[src/hdl/ctx_save_pkg.sv]
// constants and carrier types for the interrupt context store
// assumes an 8-bit core with a separate hardware return-address stack
package ctx_save_pkg;

  localparam int BYTE_W   = 8;
  localparam int VEC_W    = 8;
  // shadow bank and in-bank offsets of the saved registers
  localparam logic [5:0] SHADOW_BANK = 6'h38;
  localparam int         SHADOW_IDX_W = 4;
  localparam logic [3:0] OFS_STATUS  = 4'h0;
  localparam logic [3:0] OFS_WORK    = 4'h1;
  localparam logic [3:0] OFS_BANKSEL = 4'h2;
  localparam logic [3:0] OFS_FSEL0L  = 4'h3;
  localparam logic [3:0] OFS_FSEL0H  = 4'h4;
  localparam logic [3:0] OFS_FSEL1L  = 4'h5;
  localparam logic [3:0] OFS_FSEL1H  = 4'h6;
  localparam logic [3:0] OFS_FSEL2L  = 4'h7;
  localparam logic [3:0] OFS_FSEL2H  = 4'h8;
  localparam logic [3:0] OFS_PRODL   = 4'h9;
  localparam logic [3:0] OFS_PRODH   = 4'ha;
  localparam logic [3:0] OFS_PCLH    = 4'hb;
  localparam logic [3:0] OFS_PCLU    = 4'hc;
  localparam int         CTX_BYTES   = 13;
  localparam logic       SEL_RESET   = 1'b0;

  localparam logic [7:0] BYTE_ZERO = 8'h00;

  // the CPU working state that is saved and restored
  typedef struct packed {
    logic [7:0] status;
    logic [7:0] work;
    logic [7:0] bankSel;
    logic [7:0] fsel0L;
    logic [7:0] fsel0H;
    logic [7:0] fsel1L;
    logic [7:0] fsel1H;
    logic [7:0] fsel2L;
    logic [7:0] fsel2H;
    logic [7:0] prodL;
    logic [7:0] prodH;
    logic [7:0] pcLatH;
    logic [7:0] pcLatU;
  } cpu_ctx_t;

  localparam cpu_ctx_t CTX_ZERO = '0;

  // software access to the shadow bank
  typedef struct packed {
    logic       rd;
    logic       wr;
    logic [5:0] bank;
    logic [3:0] idx;
    logic [7:0] wdata;
  } shadow_req_t;

  typedef enum logic [1:0] {
    LVL_MAIN,
    LVL_LOW,
    LVL_HIGH
  } run_level_t;

endpackage : ctx_save_pkg

[src/hdl/interrupt_context_save_restore.sv]
// two-level interrupt context store with software-visible shadow bank
// assumes the core gives one-cycle entry/exit pulses and holds its
// register values steady in the entry cycle; all inputs share clk
`timescale 1ns/1ps

// Behaviour
// - two saved levels: main and low ISR
// - PC goes to hardware stack, not shadows
// - save status, work, bank, pointers, product, latch
// - load work with vector after capture
// - save/restore follow current level and order
// - multi-vector enable does not change behaviour
// - priority off: only main context saved
// - shadows live in bank 56, hardware written
// - one address set shows either level
// - selector clear main, set low ISR
// - high ISR exit restores low context if it preempted a low ISR, else main
// - low ISR exit restores main context
// - software writes are what gets restored
module interrupt_context_save_restore
  import ctx_save_pkg::*;
(
  input  wire logic        clk,
  input  wire logic        sys_rst,
  input  wire logic        priorityEnable,
  input  wire logic        multiVectorEnable,
  input  wire logic        intEntry,
  input  wire logic        intEntryHigh,
  input  wire logic [7:0]  vectorNum,
  input  wire logic [20:0] pcValue,
  input  wire logic        intExit,
  input  wire cpu_ctx_t    cpuRegs,
  input  wire logic        selWrite,
  input  wire logic        selWdata,
  input  wire shadow_req_t shadowReq,
  output logic             pcPush,
  output logic [20:0]      pcPushData,
  output logic             restoreValid,
  output cpu_ctx_t         restoreRegs,
  output logic             workLoad,
  output logic [7:0]       workLoadData,
  output logic [7:0]       shadowRdata,
  output logic             shadowSelect,
  output run_level_t       runLevel
);

  // ==========================================================
  // context storage and level tracking
  cpu_ctx_t   mainCtx_reg;
  cpu_ctx_t   lowCtx_reg;
  run_level_t level_reg;
  logic       sel_reg;
  logic       lowNested_reg;
  logic       saveMain;
  logic       saveLow;
  logic       exitHigh;
  logic       exitLow;
  logic       bankHit;
  logic [7:0] rdByte;

  // multi-vector enable is deliberately unused by save/restore
  logic       mvUnused;
  assign mvUnused = multiVectorEnable;

  assign bankHit = (shadowReq.bank == SHADOW_BANK);

  // save target follows the level being interrupted
  always_comb begin
    saveMain = 1'b0;
    saveLow  = 1'b0;
    if (intEntry) begin
      unique case (level_reg)
        LVL_MAIN: saveMain = 1'b1;
        LVL_LOW:  saveLow  = priorityEnable && intEntryHigh;
        LVL_HIGH: saveLow  = 1'b0;
      endcase
    end
  end

  assign exitHigh = intExit && (level_reg == LVL_HIGH);
  assign exitLow  = intExit && (level_reg == LVL_LOW);

  // ==========================================================
  // running interrupt level
  always_ff @(posedge clk) begin
    if (sys_rst) begin
      level_reg <= LVL_MAIN;
    end else if (intEntry && level_reg == LVL_MAIN) begin
      // without priority every interrupt runs at one level
      level_reg <= (priorityEnable && intEntryHigh) ? LVL_HIGH : LVL_LOW;
    end else if (saveLow) begin
      level_reg <= LVL_HIGH;
    end else if (exitHigh) begin
      // return to low only if a low ISR was preempted
      level_reg <= lowNested_reg ? LVL_LOW : LVL_MAIN;
    end else if (exitLow) begin
      level_reg <= LVL_MAIN;
    end
  end

  // high entered straight from main leaves no low context to reload
  always_ff @(posedge clk) begin
    if (sys_rst) begin
      lowNested_reg <= 1'b0;
    end else if (saveLow) begin
      lowNested_reg <= 1'b1;
    end else if (exitHigh) begin
      lowNested_reg <= 1'b0;
    end
  end

  // ==========================================================
  // shadow selector
  always_ff @(posedge clk) begin
    if (sys_rst) begin
      sel_reg <= SEL_RESET;
    end else if (selWrite) begin
      sel_reg <= selWdata;
    end
  end

  // ==========================================================
  // byte access helpers
  function automatic cpu_ctx_t putByte(cpu_ctx_t c, logic [3:0] i,
                                       logic [7:0] d);
    cpu_ctx_t r;
    r = c;
    unique case (i)
      OFS_STATUS:  r.status  = d;
      OFS_WORK:    r.work    = d;
      OFS_BANKSEL: r.bankSel = d;
      OFS_FSEL0L:  r.fsel0L  = d;
      OFS_FSEL0H:  r.fsel0H  = d;
      OFS_FSEL1L:  r.fsel1L  = d;
      OFS_FSEL1H:  r.fsel1H  = d;
      OFS_FSEL2L:  r.fsel2L  = d;
      OFS_FSEL2H:  r.fsel2H  = d;
      OFS_PRODL:   r.prodL   = d;
      OFS_PRODH:   r.prodH   = d;
      OFS_PCLH:    r.pcLatH  = d;
      OFS_PCLU:    r.pcLatU  = d;
      default:     r = c;
    endcase
    return r;
  endfunction

  function automatic logic [7:0] getByte(cpu_ctx_t c, logic [3:0] i);
    logic [7:0] r;
    r = BYTE_ZERO;
    unique case (i)
      OFS_STATUS:  r = c.status;
      OFS_WORK:    r = c.work;
      OFS_BANKSEL: r = c.bankSel;
      OFS_FSEL0L:  r = c.fsel0L;
      OFS_FSEL0H:  r = c.fsel0H;
      OFS_FSEL1L:  r = c.fsel1L;
      OFS_FSEL1H:  r = c.fsel1H;
      OFS_FSEL2L:  r = c.fsel2L;
      OFS_FSEL2H:  r = c.fsel2H;
      OFS_PRODL:   r = c.prodL;
      OFS_PRODH:   r = c.prodH;
      OFS_PCLH:    r = c.pcLatH;
      OFS_PCLU:    r = c.pcLatU;
      default:     r = BYTE_ZERO;
    endcase
    return r;
  endfunction

  // ==========================================================
  // saved contexts: hardware save has priority over software write
  always_ff @(posedge clk) begin
    if (sys_rst) begin
      mainCtx_reg <= CTX_ZERO;
    end else if (saveMain) begin
      mainCtx_reg <= cpuRegs;
    end else if (shadowReq.wr && bankHit && !sel_reg) begin
      mainCtx_reg <= putByte(mainCtx_reg, shadowReq.idx,
                             shadowReq.wdata);
    end
  end

  always_ff @(posedge clk) begin
    if (sys_rst) begin
      lowCtx_reg <= CTX_ZERO;
    end else if (saveLow) begin
      lowCtx_reg <= cpuRegs;
    end else if (shadowReq.wr && bankHit && sel_reg) begin
      lowCtx_reg <= putByte(lowCtx_reg, shadowReq.idx,
                            shadowReq.wdata);
    end
  end

  // ==========================================================
  // shadow read port: one address set, level picked by selector
  assign rdByte = sel_reg ? getByte(lowCtx_reg, shadowReq.idx)
                          : getByte(mainCtx_reg, shadowReq.idx);

  always_ff @(posedge clk) begin
    if (sys_rst) begin
      shadowRdata <= BYTE_ZERO;
    end else if (shadowReq.rd && bankHit) begin
      shadowRdata <= rdByte;
    end
  end

  always_ff @(posedge clk) begin
    if (sys_rst) begin
      shadowSelect <= SEL_RESET;
    end else begin
      shadowSelect <= (selWrite) ? selWdata : sel_reg;
    end
  end

  always_ff @(posedge clk) begin
    if (sys_rst) begin
      runLevel <= LVL_MAIN;
    end else begin
      runLevel <= level_reg;
    end
  end

  // ==========================================================
  // entry side: PC push and vector load
  always_ff @(posedge clk) begin
    if (sys_rst) begin
      pcPush       <= 1'b0;
      pcPushData   <= '0;
      workLoad     <= 1'b0;
      workLoadData <= BYTE_ZERO;
    end else begin
      pcPush       <= saveMain || saveLow || intEntry;
      pcPushData   <= pcValue;
      // the work byte is captured this cycle, vector loads next
      workLoad     <= intEntry;
      workLoadData <= vectorNum;
    end
  end

  // ==========================================================
  // exit side: restore from the level below
  always_ff @(posedge clk) begin
    if (sys_rst) begin
      restoreValid <= 1'b0;
      restoreRegs  <= CTX_ZERO;
    end else begin
      restoreValid <= intExit && (exitLow || exitHigh);
      if (exitHigh && lowNested_reg) begin
        restoreRegs <= lowCtx_reg;
      end else begin
        restoreRegs <= mainCtx_reg;
      end
    end
  end
endmodule // interrupt_context_save_restore

[config.mk]
export PLATFORM = sky130hd
export DESIGN_NAME = interrupt_context_save_restore
export DESIGN_NICKNAME = d
export VERILOG_FILES = /design/src/hdl/ctx_save_pkg.sv /design/src/hdl/interrupt_context_save_restore.sv
export SDC_FILE = /design/constraint.sdc
export NUM_CORES = 1
export LEC_CHECK = 0
export BUFFER_PORTS_ARGS = -buffer_cell sky130_fd_sc_hd__clkbuf_2
export CORE_UTILIZATION = 56
export CTS_CLUSTER_SIZE = 28
export DETAILED_ROUTE_END_ITERATION = 8
export PLACE_DENSITY = 0.8
export SETUP_SLACK_MARGIN = 0.02
export SYNTH_ARGS = -nofsm -noshare
export SYNTH_HDL_FRONTEND = slang
export SYNTH_SLANG_ARGS = --single-unit
[constraint.sdc]
create_clock -name clk -period 2.9 [get_ports clk]
set_clock_uncertainty 0.2 [all_clocks]
set_input_delay 0.29 -clock clk [delete_from_list [all_inputs] [get_ports clk]]
set_output_delay 0.29 -clock clk [all_outputs]
set_load 0.05 [all_outputs]
# [Word-level counts from Yosys, hierarchy flattened]
# Cells that the tools add are included.
[word_totals] regBits=358 inputBits=162 output_inout_bits=147
[classes] n_eq_ne=15 n_mux=33 n_reduce_logical=72
[ops] operator="two-way mux 104 bit" count=5
[ops] operator="case mux 8 bit (13 select lines)" count=2
[ops] operator="two-way mux 8 bit" count=14
[ops] operator="nonzero test 2 bit" count=29
[ops] operator="AND reduction 2 bit" count=26
[ops] operator="equality test 4 bit (second input constant)" count=5
[ops] operator="equality test 4 x 3 -> 1 bit (second input constant)" count=4
[ops] operator="logical AND 1 bit" count=10
[ops] operator="two-way mux 2 bit" count=5
[ops] operator="equality test 4 x 2 -> 1 bit (second input constant)" count=2
[ops] operator="two-way mux 1 bit" count=7
[ops] operator="equality test 6 bit (second input constant)" count=1
[ops] operator="equality test 4 x 1 -> 1 bit (second input constant)" count=1
[ops] operator="logical NOT 4 bit" count=1
[ops] operator="nonzero test 4 bit" count=1
[ops] operator="logical OR 1 bit" count=3
[ops] operator="equality test 2 x 1 -> 1 bit (second input constant)" count=1
[ops] operator="equality test 2 bit (second input constant)" count=1
[ops] operator="logical NOT 2 bit" count=1
[ops] operator="logical NOT 1 bit" count=1

# [Depth between registers and ports, before layout]
[logic_depth] word_depth=6 depth_mapped=9 mapped_depth_nobuf=6

# [Least setup slack after synthesis]
# Ideal clock, no wire load.
[synth_timing] kind="register to register" start="register shadowSelect (netlist name)" end="register shadowRdata[5]" arrival_time_ns=1.965 setup_slack_ns=0.618 path_stages_with_launch=7 cell_sequence="dfxtp_1 -> buf_2 -> clkbuf_1 -> o221ai_1 -> a311oi_1 -> o21ai_0 -> a32o_1"
[synth_rtl] item="to (signal assigned)" line_no="interrupt_context_save_restore.sv:202" text="shadowRdata <= rdByte;"
[synth_rtl] item="to (decl)" line_no="interrupt_context_save_restore.sv:42" text="output logic [7:0] shadowRdata,"

==> flow_metrics.env <==
export IMPL_first_global_vias=16339
export IMPL_diodes=0
export IMPL_worstPathArrival_ns=2.54
export IMPL_fin_crit_ns=2.36
export IMPL_cts_buffers=38
export IMPL_p_per_area_nw_per_um2=568
export IMPL_grt_overflow=0
export IMPL_cts_tree="built"
export IMPL_final_cell_mix="dfxtp_1 (358), clkbuf_2 (306), nand2_1 (285), nor2_1 (240), mux2i_1 (206)"
export IMPL_stdcell_count=2695
export IMPL_rows=62
export IMPL_hp_class="in -> reg"
export IMPL_track_usage=0.427
export IMPL_clk_root_buffer_cell="clkbuf_16"
export IMPL_max_stage_delay_ns=0.45
export IMPL_ys_flop_type="dfxtp_1"
export IMPL_vias=17020
export IMPL_hold_path_depth=2
export IMPL_avgSynthCellArea_um2=8.90
export IMPL_cp_max_fo=10
export IMPL_crit_path_end_kind="flop"
export IMPL_rsz0062_at_grt="false"
export IMPL_async_reset_ff_frac=0
export IMPL_path_clk_slew_ns=0.06
export IMPL_drt_vias_per_instance=6.32
export IMPL_cp_top_family="simple AND/OR/NAND/NOR gates"
export IMPL_htreeDepth=2
export IMPL_antenna_found_initial=1
export IMPL_dieArea_um2=30400
export IMPL_ir_worst_vdd_mv=0.438
export IMPL_die_h_um=174
export IMPL_clk_latency_ns=0.52
export IMPL_postCtsResizedCells=0
export IMPL_max_freq_ghz=0.424
export IMPL_ys_warn_count=0
export IMPL_drive_gt1_frac=0.248
export IMPL_hpwlAfterDp_um=44600
export IMPL_max_slew_margin=0.390
export IMPL_synth_area_um2=16600
export IMPL_synth_cell_types=64
export IMPL_cp_slowest_cell="nor3_4"
export IMPL_hold_viol=0
export IMPL_power_switching_uw=3540
export IMPL_seqPwrFrac=0.444
export IMPL_required_ns=3.08
export IMPL_setup_viol=0
export IMPL_synth_edf_count=0
export IMPL_regArea_um2=7170
export IMPL_drt_pre_antenna_iters=6
export IMPL_setup_ws_ns=0.541
export IMPL_grt_max_degree=107
export IMPL_start_kind="flop"
export IMPL_cts_path_max_buffers=3
export IMPL_cp_num_buf_inv=2
export IMPL_io_buffers=307
export IMPL_final_common_cell="dfxtp_1"
export IMPL_antenna_left=0
export IMPL_synth_seq_cells=358
export IMPL_fillers=1993
export IMPL_wl_per_cell_um=24.7
export IMPL_syn_inst=1869
export IMPL_grt_pass1_wl_um=98800
export IMPL_core_um2=28900
export IMPL_pwr_share_comb=0.154
export IMPL_gp_congestion=1.02
export IMPL_final_max_slew_viol_count=0
export IMPL_fin_tns_setup_ns=0
export IMPL_path_class="reg -> reg"
export IMPL_drv_cap=0
export IMPL_ff2ff_path_depth=6
export IMPL_multi_input_area_um2=8770
export IMPL_initial_utilization=0.575
export IMPL_initialDrtViolationCount=2261
export IMPL_finalCritPeriodShare=0.813
export IMPL_clkPwrFrac=0.402
export IMPL_status="finished clean"
export IMPL_internal_power_uw=8750
export IMPL_swShare=0.288
export IMPL_clock_sink_count=358
export IMPL_crit_chain="buf_4 > nand3_4 > nor3_4 > buf_12 > mux2i_1 > a211oi_2"
export IMPL_detailedPlace_worstSlack_ns=0.344
export IMPL_synth_fp_nets=2031
export IMPL_worst_path_stages=6
export IMPL_ios=309
export IMPL_areaGrowthSynthToFinish_pct=30.0
export IMPL_ys_seq_area_frac=0.431
export IMPL_fin_nets=2444
export IMPL_p_leak_uw=0.00851
export IMPL_total_power_uw=12300
export IMPL_drc=0
export IMPL_die_w_um=174
export IMPL_fin_hold_ws_ns=0.0537
export IMPL_drt_total_wl_um=66500
export IMPL_placed_cells=2489
export IMPL_worst_pin_slew_ns=0.915
[metrics by stage]
step	util	instance area [µm²]
2_1_floorplan	-	16600
3_3_place_gp	0.656	19000
3_5_place_dp	0.656	19000
4_1_cts	0.747	21600
5_1_grt	0.747	21600
6_report	0.747	21600
[power by group through the flow]
stage / sequential, µW / combinational [µW] / clock, µW
2_1_floorplan: 5800 / 750 / 0
3_3_place_gp: 5530 / 1650 / 0
3_5_place_dp: 5540 / 1670 / 0
4_1_cts: 5440 / 1830 / 4930
5_1_grt: 5470 / 1980 / 5150
6_report: 5460 / 1890 / 4940
[synth_stat cells (5+ instances only)]
cell type,number,area share
dfxtp_1,358,0.43
nand2_1,286,0.065
nor2_1,240,0.054
mux2i_1,206,0.12
clkbuf_1,131,0.030
a21oi_1,125,0.038
a211oi_1,117,0.053
a211oi_2,64,0.048
nor2b_1,42,0.016
a311oi_1,36,0.019
a22oi_1,26,0.012
buf_2,24,0.0072
nand3_1,24,0.0072
nor3_4,20,0.020
buf_1,14,0.0032
o21ai_1,12,0.0036
o21ai_0,9,0.0027
o22ai_1,9,0.0034
a22o_1,8,0.0042
nor3_1,8,0.0024
a32o_1,6,0.0036
nand3b_1,6,0.0027
a221oi_1,5,0.0026
a32oi_1,5,0.0026
and3_1,5,0.0019
nand2b_1,5,0.0019
nor3b_1,5,0.0023
[cell type report]
| type | instances | share of cell area |
|---|---|---|
| clock buffer | 57 | 0.0525 |
| clock inverter | 12 | 0.00579 |
| inverter | 6 | 0.00104 |
| multi-input combinational | 1333 | 0.406 |
| sequential | 358 | 0.331 |
| tap | 384 | 0.0222 |
| timing repair buffer | 545 | 0.182 |
[worst paths after layout]
check / slack (ns) / from / to
min: 0.05 / sys_rst / restoreRegs[1]
min reg2reg: 0.28 / lowCtx_reg[8] / restoreRegs[8]
max: 0.54 / shadowSelect / lowCtx_reg[68]
max reg2reg: 0.54 / shadowSelect / lowCtx_reg[68]
[logic make-up (layout without fill, tap and decap cells)]
logic type / Yosys count / after routing / synth area share
compound gates: 449 / 449 / 0.205
simple gates: 666 / 666 / 0.186
xor+xnor: 1 / 1 / 0.000527
flops: 358 / 358 / 0.431
mux: 217 / 217 / 0.134
buf+inv: 178 / 620 / 0.0427
[per-layer routing]
layer,up-vias,routed length (µm),global-route usage
met1,7998,24900,0.546
met2,1274,30400,0.682
met3,240,7350,0.0770
met5,-,0,0
li1,7508,-,-
met4,0,3820,0.230
[what timing repair did]
action	4_1_cts	5_1_grt
hold buffers	137	0
setup buffers	0	0
hold endpoints to repair	243	0
Note: power is estimated with default switching activity, not from simulation.
